--- src/hw/rbg_map.svh ---
// Timing counts, reset values and table constants of the bitstream generator
`ifndef RBG_MAP_SVH
`define RBG_MAP_SVH
// ----------------------------------------------------------------
// Timing
// ----------------------------------------------------------------
`define RBG_CLK_NS       100
`define RBG_BIT_HALF_NS  400
// Longest half period, so round down, never below one cycle
`define RBG_BIT_HALF_CYC (((`RBG_BIT_HALF_NS / `RBG_CLK_NS) < 1) ? 1 : \
                          (`RBG_BIT_HALF_NS / `RBG_CLK_NS))
// ----------------------------------------------------------------
// Reset values and tables
// ----------------------------------------------------------------
`define RBG_LEN_RST      6'h3f
`define RBG_PAT_RST      8'h00
`define RBG_MUX_LUT      16'h00ca
`define RBG_WORD_MSB     7
`define RBG_FIFO_DEPTH   32
`endif

--- src/hw/rbg_pkg.sv ---
// Types shared by the bitstream generator
package rbg_pkg;
  // ----------------------------------------------------------------
  // Sequencer states
  // ----------------------------------------------------------------
  typedef enum logic [2:0] {
    RBG_S0 = 3'b000,
    RBG_S1 = 3'b001,
    RBG_S2 = 3'b010,
    RBG_S3 = 3'b011,
    RBG_S4 = 3'b100,
    RBG_S5 = 3'b101,
    RBG_S6 = 3'b110,
    RBG_S7 = 3'b111
  } rbg_state_t;
  // ----------------------------------------------------------------
  // Pattern write carried through the buffer
  // ----------------------------------------------------------------
  typedef struct packed {
    logic [2:0] addr;
    logic [7:0] data;
  } rbg_pat_wr_t;
endpackage

--- src/hw/rbg_top.sv ---
// Repeating bitstream generator with its pattern write buffer
`include "rbg_map.svh"

// ----------------------------------------------------------------
// Pattern write buffer
// ----------------------------------------------------------------
module rbg_fifo #(
  parameter int W = 11,
  parameter int D = `RBG_FIFO_DEPTH
) (
  input  wire logic         ref_clk,
  input  wire logic         rst_n,
  input  wire logic         clkEn,
  input  wire logic         inValid,
  input  wire logic [W-1:0] inData,
  output logic              inReady,
  output logic              outValid,
  output logic [W-1:0]      outData,
  input  wire logic         outReady
);
  // Pointers wrap freely, so D must be a power of two
  localparam int AW = $clog2(D);
  logic [W-1:0]  mem [D];
  logic [AW:0]   cntQ;
  logic [AW:0]   cntD;
  logic [AW-1:0] wrPtrQ;
  logic [AW-1:0] rdPtrQ;
  logic          push;
  logic          pop;
  assign push     = clkEn && inValid && inReady;
  assign pop      = clkEn && outValid && outReady;
  assign outValid = (cntQ != '0);
  assign outData  = mem[rdPtrQ];
  always_comb begin
    cntD = cntQ;
    if (push && !pop) begin
      cntD = cntQ + 1'b1;
    end else if (!push && pop) begin
      cntD = cntQ - 1'b1;
    end
  end
  always_ff @(posedge ref_clk) begin
    if (push) begin
      mem[wrPtrQ] <= inData;
    end
  end
  always_ff @(posedge ref_clk or negedge rst_n) begin
    if (!rst_n) begin
      cntQ    <= '0;
      wrPtrQ  <= '0;
      rdPtrQ  <= '0;
      inReady <= 1'b1;
    end else if (clkEn) begin
      cntQ    <= cntD;
      wrPtrQ  <= wrPtrQ + AW'(push);
      rdPtrQ  <= rdPtrQ + AW'(pop);
      inReady <= (cntD != (AW + 1)'(D));
    end
  end
endmodule

// ----------------------------------------------------------------
// Generator top
// ----------------------------------------------------------------
// Functional notes
// - Stream of programmable length up to 64 bits repeats while enabled.
// - Terminal count sets repetition length; host may rewrite it.
// - Host writes per-state pattern bytes; later cycles use new values.
// - Clock line runs with data only when enabled; it paces the mux.
// - Stages high only for 0001, 0011, 0110, 0111; they form an 8:1 mux.
// - With enable low, data shows MSB of the current state's byte.
// - Sequencer changes state only on a step edge or a start edge, with its condition met.
// - Each step phase outlasts a state change; one change per phase.
// - Eight states in one ring act as a 3-bit counter supplying bytes.
// - Reset holds state 0; rising start input moves it to state 1.
// - Later state changes alternate with step clock rising then falling.
// - Guard stops adjacent transition conditions being true together.
module rbg_top #(
  parameter int BIT_HALF_CYC = `RBG_BIT_HALF_CYC,
  parameter int FIFO_DEPTH   = `RBG_FIFO_DEPTH
) (
  input  wire logic                 ref_clk,
  input  wire logic                 rst_n,
  input  wire logic                 clkEn,
  input  wire logic                 genEnable,
  input  wire logic                 sequenceStartInput,
  input  wire logic                 lenWrEn,
  input  wire logic [5:0]           lenWrData,
  input  wire logic                 patWrValid,
  input  wire rbg_pkg::rbg_pat_wr_t patWr,
  output logic                      patWrReady,
  output logic                      serData_q,
  output logic                      serClk_q,
  output logic                      stepClk_q,
  output rbg_pkg::rbg_state_t       stateQ
);
  logic                 enSync1_q;
  logic                 enSync2_q;
  logic                 startSync1_q;
  logic                 startSync2_q;
  logic                 startPrev_q;
  logic                 runQ;
  logic [7:0]           halfCntQ;
  logic [2:0]           bitSelQ;
  logic [5:0]           lenCntQ;
  logic [5:0]           lenTermQ;
  logic [7:0]           patMem_q [8];
  logic [7:0]           curWord;
  logic [15:1]          tree;
  logic                 muxBit;
  logic                 genOn;
  logic                 halfDone;
  logic                 bitAdv;
  logic                 lenEnd;
  logic                 stepEdge;
  logic                 startGo;
  logic                 popValid;
  logic                 popReady;
  rbg_pkg::rbg_pat_wr_t popWr;
  rbg_pkg::rbg_state_t  ringNext;

  // ----------------------------------------------------------------
  // Pin synchronisers
  // ----------------------------------------------------------------
  always_ff @(posedge ref_clk or negedge rst_n) begin
    if (!rst_n) begin
      enSync1_q    <= 1'b0;
      enSync2_q    <= 1'b0;
      startSync1_q <= 1'b0;
      startSync2_q <= 1'b0;
      startPrev_q  <= 1'b0;
    end else if (clkEn) begin
      enSync1_q    <= genEnable;
      enSync2_q    <= enSync1_q;
      startSync1_q <= sequenceStartInput;
      startSync2_q <= startSync1_q;
      startPrev_q  <= startSync2_q;
    end
  end
  // Start can only act from idle, steps only while running
  assign startGo  = clkEn && startSync2_q && !startPrev_q
                    && !runQ;
  assign genOn    = enSync2_q && runQ;
  assign halfDone = (halfCntQ == 8'(BIT_HALF_CYC - 1));
  assign bitAdv   = clkEn && genOn && halfDone && serClk_q;
  assign lenEnd   = (lenCntQ == lenTermQ);
  assign stepEdge = bitAdv && ((bitSelQ == 3'h7) || lenEnd);
  // ----------------------------------------------------------------
  // Bit clock generator
  // ----------------------------------------------------------------
  // Data moves one cycle after the falling edge so the receiver samples mid-bit
  always_ff @(posedge ref_clk or negedge rst_n) begin
    if (!rst_n) begin
      halfCntQ <= 8'h00;
      serClk_q <= 1'b0;
    end else if (clkEn) begin
      if (!genOn) begin
        halfCntQ <= 8'h00;
        serClk_q <= 1'b0;
      end else if (halfDone) begin
        halfCntQ <= 8'h00;
        serClk_q <= !serClk_q;
      end else begin
        halfCntQ <= halfCntQ + 8'h01;
      end
    end
  end
  // ----------------------------------------------------------------
  // Bit and length counters
  // ----------------------------------------------------------------
  always_ff @(posedge ref_clk or negedge rst_n) begin
    if (!rst_n) begin
      bitSelQ <= 3'h0;
      lenCntQ <= 6'h00;
    end else if (bitAdv) begin
      if (lenEnd) begin
        bitSelQ <= 3'h0;
        lenCntQ <= 6'h00;
      end else begin
        bitSelQ <= bitSelQ + 3'h1;
        lenCntQ <= lenCntQ + 6'h01;
      end
    end
  end
  always_ff @(posedge ref_clk or negedge rst_n) begin
    if (!rst_n) begin
      lenTermQ <= `RBG_LEN_RST;
    end else if (clkEn && lenWrEn) begin
      lenTermQ <= lenWrData;
    end
  end

  // ----------------------------------------------------------------
  // Step clock and sequencer ring
  // ----------------------------------------------------------------
  always_ff @(posedge ref_clk or negedge rst_n) begin
    if (!rst_n) begin
      stepClk_q <= 1'b0;
    end else if (stepEdge) begin
      stepClk_q <= !stepClk_q;
    end
  end
  always_comb begin
    unique case (stateQ)
      rbg_pkg::RBG_S0: ringNext = rbg_pkg::RBG_S1;
      rbg_pkg::RBG_S1: ringNext = rbg_pkg::RBG_S2;
      rbg_pkg::RBG_S2: ringNext = rbg_pkg::RBG_S3;
      rbg_pkg::RBG_S3: ringNext = rbg_pkg::RBG_S4;
      rbg_pkg::RBG_S4: ringNext = rbg_pkg::RBG_S5;
      rbg_pkg::RBG_S5: ringNext = rbg_pkg::RBG_S6;
      rbg_pkg::RBG_S6: ringNext = rbg_pkg::RBG_S7;
      rbg_pkg::RBG_S7: ringNext = rbg_pkg::RBG_S0;
    endcase
  end
  always_ff @(posedge ref_clk or negedge rst_n) begin
    if (!rst_n) begin
      stateQ <= rbg_pkg::RBG_S0;
    end else if (startGo) begin
      stateQ <= rbg_pkg::RBG_S1;
    end else if (stepEdge) begin
      stateQ <= lenEnd ? rbg_pkg::RBG_S1 : ringNext;
    end
  end
  always_ff @(posedge ref_clk or negedge rst_n) begin
    if (!rst_n) begin
      runQ <= 1'b0;
    end else if (startGo) begin
      runQ <= 1'b1;
    end
  end

  // ----------------------------------------------------------------
  // Pattern store fed through the write buffer
  // ----------------------------------------------------------------
  // Holding a write for the state on air avoids a torn byte
  assign popReady = !(genOn && (popWr.addr == stateQ));
  rbg_fifo #(
    .W ($bits(rbg_pkg::rbg_pat_wr_t)),
    .D (FIFO_DEPTH)
  ) rbg_fifo_inst (
    .ref_clk  (ref_clk),
    .rst_n    (rst_n),
    .clkEn    (clkEn),
    .inValid  (patWrValid),
    .inData   (patWr),
    .inReady  (patWrReady),
    .outValid (popValid),
    .outData  (popWr),
    .outReady (popReady)
  );
  always_ff @(posedge ref_clk or negedge rst_n) begin
    if (!rst_n) begin
      for (int i = 0; i < 8; i++) begin
        patMem_q[i] <= `RBG_PAT_RST;
      end
    end else if (clkEn && popValid && popReady) begin
      patMem_q[popWr.addr] <= popWr.data;
    end
  end

  // ----------------------------------------------------------------
  // Table multiplexer tree and data output
  // ----------------------------------------------------------------
  function automatic logic lut4(input logic [3:0] idx);
    logic [15:0] tbl;
    tbl  = `RBG_MUX_LUT;
    lut4 = tbl[idx];
  endfunction
  assign curWord = patMem_q[stateQ];
  // Heap order: leaves 8..15 hold the byte MSB first, node 1 is the root
  for (genvar g = 1; g < 16; g++) begin : g_tree
    if (g >= 8) begin : g_leaf
      assign tree[g] = curWord[15 - g];
    end else begin : g_node
      localparam int LV = (g >= 4) ? 0 : ((g >= 2) ? 1 : 2);
      assign tree[g] = lut4({1'b0, bitSelQ[LV], tree[2*g+1], tree[2*g]});
    end
  end
  assign muxBit = tree[1];
  always_ff @(posedge ref_clk or negedge rst_n) begin
    if (!rst_n) begin
      serData_q <= 1'b0;
    end else if (clkEn) begin
      serData_q <= genOn ? muxBit : curWord[`RBG_WORD_MSB];
    end
  end
endmodule

--- config.mk ---
export PLATFORM = sky130hd
export DESIGN_NAME = rbg_top
export DESIGN_NICKNAME = d
export VERILOG_FILES = /design/src/hw/rbg_pkg.sv /design/src/hw/rbg_top.sv
export VERILOG_INCLUDE_DIRS = /design/src /design/src/hw
export SDC_FILE = /design/constraint.sdc
export NUM_CORES = 1
export LEC_CHECK = 0
export BUFFER_PORTS_ARGS = -buffer_cell sky130_fd_sc_hd__buf_2
export CORE_ASPECT_RATIO = 0.9
export CORE_UTILIZATION = 40
export DETAILED_ROUTE_END_ITERATION = 7
export GPL_TIMING_DRIVEN = 0
export SLEW_MARGIN = 20
export SYNTH_ARGS = -nofsm -noshare
export SYNTH_HDL_FRONTEND = slang
export SYNTH_SLANG_ARGS = --single-unit
--- constraint.sdc ---
create_clock -name ref_clk -period 3.25 [get_ports ref_clk]
set_input_delay 0 -clock ref_clk [delete_from_list [all_inputs] [get_ports ref_clk]]
set_output_delay 0 -clock ref_clk [all_outputs]
set_load 0.005 [all_outputs]
Word-level counts from Yosys, hierarchy flattened

Memory sizes are Yosys's and may differ from the RTL's.
Index checks and enable logic that the tools add are counted.

Register bits after elaboration: 116
Output and inout bits: 7
Memory bits (read-only): 80
Logic and storage cells: 115
Bits in latches: 0
Memories: 9
RAM bits: 352

Memories:

| name              | words | width | rd ports | clocked after Yosys merged registers in | write ports | RTL line       | RTL |
|---|---|---|---|---|---|---|---|
| rbg_fifo_inst.mem | 32    | 11    | 1        | 0                                       | 1           | rbg_top.sv:23  | `logic [W-1:0] mem [D];` |
| (no name shown)   | 8     | 3     | 1        | 0                                       | 0           | rbg_top.sv:204 | `unique case (stateQ)` |
| (no name shown)   | 8     | 1     | 1        | 0                                       | 0           | rbg_top.sv:267 | `lut4 = tbl[idx];` |
| (no name shown)   | 8     | 1     | 1        | 0                                       | 0           | rbg_top.sv:267 |  |
| (no name shown)   | 8     | 1     | 1        | 0                                       | 0           | rbg_top.sv:267 |  |
| (no name shown)   | 8     | 1     | 1        | 0                                       | 0           | rbg_top.sv:267 |  |
| 3 more memories   | n/a   | n/a   | n/a      | n/a                                     | n/a         | n/a            |  |

Multiply operators: 0
Shift operators: 0
Multiplexer cells: 27
Order comparisons: 10
Reductions and logical operators: 28
Bitwise gates (word level): 2
Equal/unequal tests: 6
$add $sub $neg: 7
Div/mod/pow operators: 0

Operators with widths:

| operator                                                               | count |
|---|---|
| 64-bit bitwise mux                                                     | 1 |
| 8-bit two-way mux                                                      | 5 |
| 3-bit by 5-bit < comparator with 1-bit output (second input constant)  | 7 |
| 8-bit binary-select mux with 3-bit select                              | 1 |
| 8-bit demux with 3-bit select                                          | 1 |
| 6-bit two-way mux                                                      | 3 |
| 1-bit logical AND                                                      | 17 |
| 6-bit by 1-bit adder with 6-bit output (second input constant)         | 2 |
| 1-bit two-way mux                                                      | 12 |
| 3-bit two-way mux                                                      | 4 |
| 5-bit by 1-bit adder with 5-bit output                                 | 2 |
| 8-bit by 1-bit adder with 8-bit output (second input constant)         | 1 |
| 8-bit by 2-bit equality test with 1-bit output (second input constant) | 1 |
| 4-bit >= comparator (second input constant)                            | 2 |
| 3-bit NOT with 4-bit output                                            | 2 |
| 1-bit zero test                                                        | 7 |
| 6-bit equality test                                                    | 1 |
| 6-bit != test (second input constant)                                  | 1 |
| 6-bit nonzero test                                                     | 1 |
| 6-bit by 1-bit subtractor with 6-bit output (second input constant)    | 1 |
| 4-bit by 1-bit < comparator with 1-bit output (second input constant)  | 1 |
| 3-bit by 1-bit adder with 3-bit output (second input constant)         | 1 |
| 3-bit equality test                                                    | 1 |
| 3-bit equality test (second input constant)                            | 1 |
| 4 further kinds                                                        | 4 |

Longest topological paths before layout

Gate-level depths: netlist of run 1.

Depth in word-level cells: 11
Depth in mapped cells: 15

Cells and area by module

Synthesis of run 1 repeated with hierarchy kept, for this count alone.

Cells, all modules: 1014
Area, all modules: 19223.4 um^2

Modules (own cells, without submodules):

| module   | area an instance (um^2) | instances | cells an instance |
|---|---|---|---|
| rbg_fifo | 14470.1                 | 1         | 643 |
| rbg_top  | 4753.3                  | 1         | 371 |

Worst setup path before layout of run 1

No wires, ideal clock.

Path kind: register to register
Start point: reg rbg_fifo_inst.rdPtrQ[0]
End point: reg patMem_q[31] in the netlist's numbering
Period minus slack after synthesis: 3456 ps
Data required time: 3125 ps
Arrival time: 3332 ps
Cell stages (with the launch flop): 11
Path buffers: 5
Path slack: -206 ps
Cell sequence: dfrtp_1 buf_6 buf_4 buf_4 buf_1 buf_1 mux4_2 mux4_2 nand2_1 nand2_1 mux2_2

Word-level cells in the longest chain between the ends: 7

RTL lines:

| element                                                                                                    | RTL line       | RTL |
|---|---|---|
| from (decl)                                                                                                | rbg_top.sv:27  | `logic [AW-1:0] rdPtrQ;` |
| from (signal assigned)                                                                                     | rbg_top.sv:56  | `rdPtrQ <= rdPtrQ + AW'(pop);` |
| memory 32 x 11 bit (*)                                                                                     | n/a            |  |
| 3-bit NOT with 4-bit output (not written as such)                                                          | rbg_top.sv:257 | `patMem_q[popWr.addr] <= popWr.data;` |
| 4-bit >= comparator (not written as such) or 4-bit by 1-bit < comparator with 1-bit output (tied branches) | rbg_top.sv:257 |  |
| 1-bit logical AND (not written as such)                                                                    | rbg_top.sv:257 |  |
| 8-bit two-way mux (not written as such)                                                                    | rbg_top.sv:257 |  |
| 8-bit demux with 3-bit select                                                                              | rbg_top.sv:257 |  |
| 64-bit bitwise mux                                                                                         | rbg_top.sv:257 |  |
| to (signal, indexed assignment)                                                                            | rbg_top.sv:254 | `` patMem_q[i] <= `RBG_PAT_RST; `` |
| to (signal, indexed assignment)                                                                            | rbg_top.sv:257 |  |
| to (decl)                                                                                                  | rbg_top.sv:107 | `logic [7:0] patMem_q [8];` |

Mark *: on every way between the ends. The rest lies on a longest branch, timed or not.
A chain may end at the register's enable or synchronous reset.

Worst setup path after layout of run 1

Start point: reg rbg_fifo_inst.rdPtrQ[0]
End point: reg patMem_q[25] in the netlist's numbering

Same word-level chain as after synthesis.

==> results by group, run 1 <==
Global route
  – Largest net degree at the start of global routing: 71
  – GRT overflow: 0
  – Initial antenna violation count: 0
  – GRT Total Usage: 0.1928
  – Vias in the first global route: between 10000 and 15000
  – First-pass GRT wire length: between 60000 and 70000 um

Synthesis
  – EDFF count, synth: 352
  – Largest family of logic cells by synthesized area: multiplexers
  – Cells after Synth: 1074
  – Most used DFF post-synth: edfxtp_1
  – Sequential share of the synthesized area: 0.6975
  – Yosys top cell area share: 0.5469
  – Synth Area per Inst: 18.00 sq um
  – Syn Std Cell Area: 19330 sq um
  – Post-Synth Simple-Gate Area: 0.05483
  – Cell variety after synth: 66
  – Synth Register Bits: 468
  – Compound-cell area share of the yosys netlist: 0.03528
  – Ys Warns: 0
  – Net Count, Synth: 1111
  – Dominant cells by area after synthesis: edfxtp_1, dfrtp_1, mux4_2, mux2_2, nor2_1
  – Adder-cell share of the synthesized area: 0.008415
  – Synth async-reset ratio: 0.2479
  – Largest area contributor in the netlist: edfxtp_1
  – Multiplexer share of the synthesized area: 0.1831
  – Synth Area in XOR/XNOR: 0.006344

Worst setup path
  – Critical path type: reg -> reg
  – Slowest stage delay, CP: 0.48 ns
  – Worst path slowest cell: mux4_2
  – CP top delay family: simple AND/OR/NAND/NOR gates
  – CP Cell Sequence: buf_12 > buf_12 > buf_12 > mux4_2 > nand2b_4 > a211oi_4 > nor3b_4 > or2_4 > a21o_4 > buf_12 > buf_6 > nor2_4 > and2_4 > mux2_2
  – CP Launch Type: register
  – Cell mode on critical path: buf_12
  – Critical R2R Launch: rbg_fifo_inst.rdPtrQ[0]
  – CP arrival: 3.95 ns
  – Reg2reg end: patMem_q[25]
  – WP buf/inv: 5
  – Endpoint class of the critical path: register
  – WP data required: 3.74 ns
  – Reg-to-reg slack, setup: -0.21 ns
  – Critical-path maximum fanout: 8
  – FF-to-FF path depth: 14

Placed design
  – Number of buffers added on ports: 29
  – Post-DP HPWL: 28280 um
  – Post-DP Area: 20420 sq um
  – GP Congestion: between 0.8 and 0.9

CTS
  – CTS max path bufs: 3
  – H-tree levels: 2
  – CTS tree: built
  – Root Buffer: clkbuf_16
  – Worst-path clk slew: ~0.06 ns
  – TritonCTS Buffers: 49
  – Clk sinks: around 470
  – Clk_lat worst skew: 0.61 ns

Timing
  – Max Fclk: 289.2 MHz
  – Slew Viols, Final: 0
  – Max-slew headroom: 0.3907
  – Fin Clk Skew: 0.03768 ns
  – Setup TNS: -7.627 ns
  – Worst Tran Pin Value: 0.9130 ns
  – Final worst slack: -0.2072 ns
  – Crit path time final: 3.457 ns
  – Finish-stage setup viols: 62
  – Fin crit share: 1.064
  – Final hold vios: 0
  – RSZ-0062 raised after global routing: true

Finish
  – Most frequent cells in the layout: edfxtp_1, mux4_2, dfrtp_1, clkbuf_16
  – FF+latch area: around 13000 sq um
  – Multi-input gate area: between 6000 and 7000 sq um
  – Final net count: 1266
  – Most common cell after layout, fill and taps aside: edfxtp_1
  – Fin util: 0.4956
  – Antenna cells: 0
  – Fillers: 3894
  – Fraction of final layout cells sized beyond drive strength 1: 0.3833
  – Final instance area: about 24000 sq um
  – Layout Area Growth over Synthesis: 22.40%

Floorplan
  – FP Rows: 76
  – Starting Density: 0.4049
  – Die Area: 49210 sq um
  – Die height: around 210 um
  – Die X: 233.7 um
  – Core region area: between 40000 and 50000 sq um
  – Ports: 31

Run status
  – Status: finished with violations
  – Failing checks: negative setup slack

Pwr
  – Clock power frac: 0.267
  – Maximum vdd drop: around 0.47 mV
  – Internal power: 14400 uW
  – Sw frac: 0.3195
  – Gate power share: 0.374
  – Psw: 6761 uW
  – Lkg Pwr: 0.008249 uW
  – PD cells: 894.3 nW/um^2
  – Flop pwr share: 0.359

Detailed routing
  – Via Count: 10560
  – Starting DRC count in detailed routing: roughly 1000
  – DRC Markers: 0
  – Drt wl/cell: ~24 um
  – Routed wire length: 45910 um
  – Via density: 5.579
  – Drt pass-1 iters: 7
  – ANT nets after route: 0

Worst hold path
  – HP Class: in -> reg
  – Hold wc startpoint: sequenceStartInput
  – Hold worst-path end: startSync1_q
  – WHS Path Cells: 3

Job
  – Max Cap Viol: 0
flip-flops by register name, summed over array words and instances, names as in the netlist, 3 cells and up:
register	count
rbg_fifo_inst.mem	352
patMem_q	64
halfCntQ	8
lenCntQ	6
lenTermQ	6
rbg_fifo_inst.cntQ	6
rbg_fifo_inst.rdPtrQ	5
rbg_fifo_inst.wrPtrQ	5
bitSelQ	3
stateQ	3
worst reg2reg max path, cell delays in order, from the launching register on:
cell      delay, ns
dfrtp_2        0.39
buf_12         0.15
buf_12         0.14
buf_12         0.11
mux4_2         0.48
nand2b_4       0.16
a211oi_4       0.33
nor3b_4        0.08
or2_4          0.26
a21o_4         0.24
buf_12         0.13
buf_6          0.11
nor2_4         0.12
and2_4         0.29
mux2_2         0.36
through the flow:
step | total power (uW) | hold WS (ns) | cells | setup WS, ns
global placement | 13600 | 0.2322 | 1727 | -1.168
floorplan | 11830 | -0.2956 | 1074 | 0.001695
CTS | 20780 | 0.1338 | 1879 | -0.1855
detailed placement | 13750 | -0.02296 | 1732 | -1.243
finish | 21160 | 0.1809 | 1892 | -0.2072
global route | 22050 | 0.1873 | 1892 | -0.3396
cells in the mapped netlist, types with 10 or more instances:
library cell,number
dfrtp_1,109
nor2_1,74
nand2_1,48
edfxtp_1,352
o21ai_0,20
mux2_2,67
mux2i_1,24
clkbuf_1,29
buf_2,11
inv_1,10
a31oi_1,21
ha_1,13
a21oi_1,10
xnor2_1,12
mux4_2,113
nand4_1,11
nand3_1,19
metal layers:
layer | track usage | up-vias | routed length, um
li1 | - | 4607 | -
met1 | 0.2846 | 5573 | 20790
met2 | 0.2910 | 313 | 21380
met3 | 0.03314 | 62 | 2629
met4 | 0.06135 | 0 | 1108
met5 | 0 | - | 0
power by group through the flow:
stage          clock network, uW  registers [uW]  logic, uW
6_report                    5640            7600       7920
5_1_grt                     5960            7670       8420
4_1_cts                     5750            7550       7480
3_5_place_dp                   0            7650       6100
3_3_place_gp                   0            7630       5970
2_1_floorplan                  0            7510       4320
cell families (layout without fill, tap and decap cells):
group	Yosys count	count (layout)
mux	204	204
compound gates	95	95
buf+inv	64	258
flops	468	468
simple gates	216	216
fa+ha+maj	13	13
xor+xnor	14	14
how the worst max path moves through the flow:
stage	slack, ns	startpoint	cells past startpoint	end
final	-0.21	rbg_fifo_inst.rdPtrQ[0]	14	patMem_q[25]
after global routing	-0.34	rbg_fifo_inst.rdPtrQ[0]	13	rbg_fifo_inst.inReady
after CTS	-0.19	rbg_fifo_inst.rdPtrQ[0]	13	rbg_fifo_inst.inReady
after detailed placement	-1.24	rbg_fifo_inst.rdPtrQ[1]	9	patMem_q[41]
after global placement	-1.17	rbg_fifo_inst.rdPtrQ[1]	9	patMem_q[41]
after floorplan	0.002	rbg_fifo_inst.rdPtrQ[0]	10	patMem_q[24]
repair_timing:
action / CTS / global route
pin swaps: 18 / 26
setup buffers: 29 / 12
cloned: 2 / 2
gates resized for setup: 169 / 69
hold buffers: 30 / 0
endpoints found under the hold margin: 468 / 0
setup endpoints to repair: 77 / 76
area by class of cell:
type,count,area share
Inverter,13,0.002380
Clock inverter,21,0.01063
Sequential cell,468,0.5700
Buffer,48,0.01766
Clock buffer,69,0.05801
Tap cell,624,0.03300
Timing Repair Buffer,107,0.04347
Multi-Input combinational cell,542,0.2648
(Power assumes the default switching activity.)
==> run 2: changes to the inputs <==
clock period = 3 ns   (was 3.25 ns; I/O delays follow)
==> results by group, run 2 (synthesis results as in run 1) <==
Detailed routing
  – ANT nets after route: 0 (unchanged)
  – Routed wire length: 44910 um (-2.2%)
  – Via Count: 10450 (-1.0%)
  – Drt pass-1 iters: 7 (unchanged)
  – DRC Markers: 0 (unchanged)
  – Starting DRC count in detailed routing: 982 (-0.71%)
  – Drt wl/cell: 24.06 um (-0.85%)
  – Via density: 5.596 (+0.31%)

CTS
  – Clk sinks: 468 (unchanged)
  – Root Buffer: clkbuf_16
  – TritonCTS Buffers: 49 (unchanged)
  – Worst-path clk slew: 0.06 ns (about the same)
  – CTS tree: built
  – H-tree levels: 2 (unchanged)
  – Clk_lat worst skew: 0.61 ns (about the same)
  – CTS max path bufs: 3 (unchanged)

Global route
  – GRT overflow: 0 (unchanged)
  – GRT Total Usage: 0.1890 (-0.003875)
  – Initial antenna violation count: 0 (unchanged)
  – Vias in the first global route: 10630 (-0.77%)
  – Largest net degree at the start of global routing: 64 (-9.9%)
  – First-pass GRT wire length: 67730 um (-2.3%)

Pwr
  – PD cells: 950.4 nW/um^2 (+6.3%)
  – Lkg Pwr: 0.007954 uW (-3.6%)
  – Maximum vdd drop: 0.4557 mV (-2.9%)

Finish
  – Layout Area Growth over Synthesis: 18.96%
  – Antenna cells: 0 (unchanged)
  – Top reg by flops: rbg_fifo_inst.mem
  – Fraction of final layout cells sized beyond drive strength 1: 0.3516 (-0.03171)
  – Top flop regs: rbg_fifo_inst.mem x352, patMem_q x64, halfCntQ x8
  – Fillers: 4032 (+3.5%)
  – Max FFs per register: 352 (unchanged)
  – Final net count: 1240 (-2.1%)
  – Most common cell after layout, fill and taps aside: edfxtp_1
  – Most frequent cells in the layout: edfxtp_1, mux4_2, dfrtp_1, mux2_2, clkbuf_16

Worst setup path
  – CP Cell Sequence: buf_12 > buf_12 > buf_12 > mux2i_1 > o221ai_1 > a211oi_2 > buf_4 > buf_4 > o21a_1 > a2111oi_4 > buf_4 > a21oi_1 > nand4b_1 > a2111oi_4 > a41oi_1
  – Worst path slowest cell: a2111oi_4
  – Critical path type: reg -> reg
  – CP top delay family: compound AO/OA/AOI/OAI gates
  – CP arrival: 3.87 ns (-0.08 ns)
  – WP data required: 3.47 ns (-0.27 ns)
  – WP buf/inv: 6 (+1)
  – Endpoint class of the critical path: register
  – Slowest stage delay, CP: 0.42 ns (-0.06 ns)
  – CP Launch Type: register
  – Critical-path maximum fanout: 10 (+2)

Placed design
  – Post-DP HPWL: 28360 um (+0.28%)
  – GP Congestion: 0.8119 (-0.88%)
  – Number of buffers added on ports: 29 (unchanged)

Timing
  – Fin Clk Skew: 0.02846 ns (-0.009222 ns)
  – Final hold vios: 0 (unchanged)
  – Finish-stage setup viols: 74 (+19%)
  – Max Fclk: 294.1 MHz (+1.7%)
  – Final worst slack: -0.4005 ns (-0.1933 ns)
  – Max-slew headroom: 0.3775 (-0.01323)
  – Slew Viols, Final: 0 (unchanged)
  – Hold WS: 0.02552 ns (-0.1554 ns)
  – Worst Tran Pin Value: 0.9328 ns (+0.01983 ns)
  – RSZ-0062 raised after global routing: true
  – Fin crit share: 1.134 (+0.06973)
  – Setup TNS: -18.88 ns (-11.25 ns)
  – Crit path time final: 3.401 ns (-0.05674 ns)

Floorplan
  – Die Area: 49210 sq um (unchanged)
  – Die height: 210.5 um (unchanged)
  – Core region area: 47740 sq um (unchanged)
  – Die X: 233.7 um (unchanged)
  – Starting Density: 0.4049 (unchanged)
  – FP Rows: 76 (unchanged)
  – Ports: 31 (unchanged)

Run status
  – Failing checks: negative setup slack
  – Status: finished with violations

Job
  – Max Cap Viol: 0 (unchanged)

Worst hold path
  – HP Class: in -> async
==> run 2: changes by cell type in the layout (fill, tap and decap cells not counted), moves of 5 or more <==
cell / delta
clkbuf_1: -8
buf_12: -5
mux2_4: -33
nor2_4: -10
buf_6: -12
clkbuf_8: +6
mux2_2: +33
nor2_1: +11
buf_4: -9
==> run 2: where the power goes <==
part           total, uW  switching (uW)  internal, uW
sequential          8180             439          7740
clock               6210            2570          3640
combinational       7460            3880          3580
==> run 2: path summary, 6_finish.rpt <==
check / startpoint / to / slack [ns] / cells past startpoint
worst min-delay path: rst_n / lenTermQ[1] / 0.03 / 2
max in group asynchronous: rst_n / rbg_fifo_inst.inReady / 2.64 / 3
worst max register to register: rbg_fifo_inst.rdPtrQ[0] / rbg_fifo_inst.inReady / -0.40 / 15
worst min register to register: startPrev_q / runQ / 0.48 / 1
worst max-delay path: rbg_fifo_inst.rdPtrQ[0] / rbg_fifo_inst.inReady / -0.40 / 15
min in group ref_clk: genEnable / enSync1_q / 0.18 / 3
==> run 2: through the flow <==
step / total power [uW] / cells / setup WS [ns] / instance area (sq um) / util
after global placement: 14890 / 1727 / -1.210 / 20400 / 0.4273
after CTS: 21850 / 1863 / -0.4043 / 22870 / 0.4791
after floorplan: 13040 / 1074 / -0.04765 / 19470 / -
final: 21850 / 1867 / -0.4005 / 22990 / 0.4817
after global routing: 22800 / 1867 / -0.5558 / 22990 / 0.4817
after detailed placement: 15060 / 1732 / -1.233 / 20560 / 0.4307
==> run 2: layout make-up <==
cell class,instances,area [sq um],area share
Buffer,50,427.9,0.01861
Clock buffer,68,1408,0.06122
Clock inverter,23,251.5,0.01094
Inverter,13,53.80,0.002340
Multi-Input combinational cell,542,5904,0.2568
Sequential cell,468,13480,0.5864
Tap cell,624,780.7,0.03396
Timing Repair Buffer,79,683.2,0.02971
==> run 2: metal layers <==
metal | routed length, um | vias to the layer above | share of wire | global-route usage
met2 | 20720 | 323 | 0.46 | 0.2841
met4 | 1233 | 0 | 0.027 | 0.06337
met5 | 0 | - | 0 | 0
met3 | 2702 | 72 | 0.060 | 0.03423
li1 | - | 4569 | - | -
met1 | 20260 | 5484 | 0.45 | 0.2775
==> run 2: what timing repair did <==
action / CTS / global route
setup buffers: 12 / 4
pin swaps: 12 / 1
setup endpoints to repair: 99 / 127
hold endpoints to repair: 463 / 0
gates resized for setup: 72 / 22
hold buffers: 29 / 0
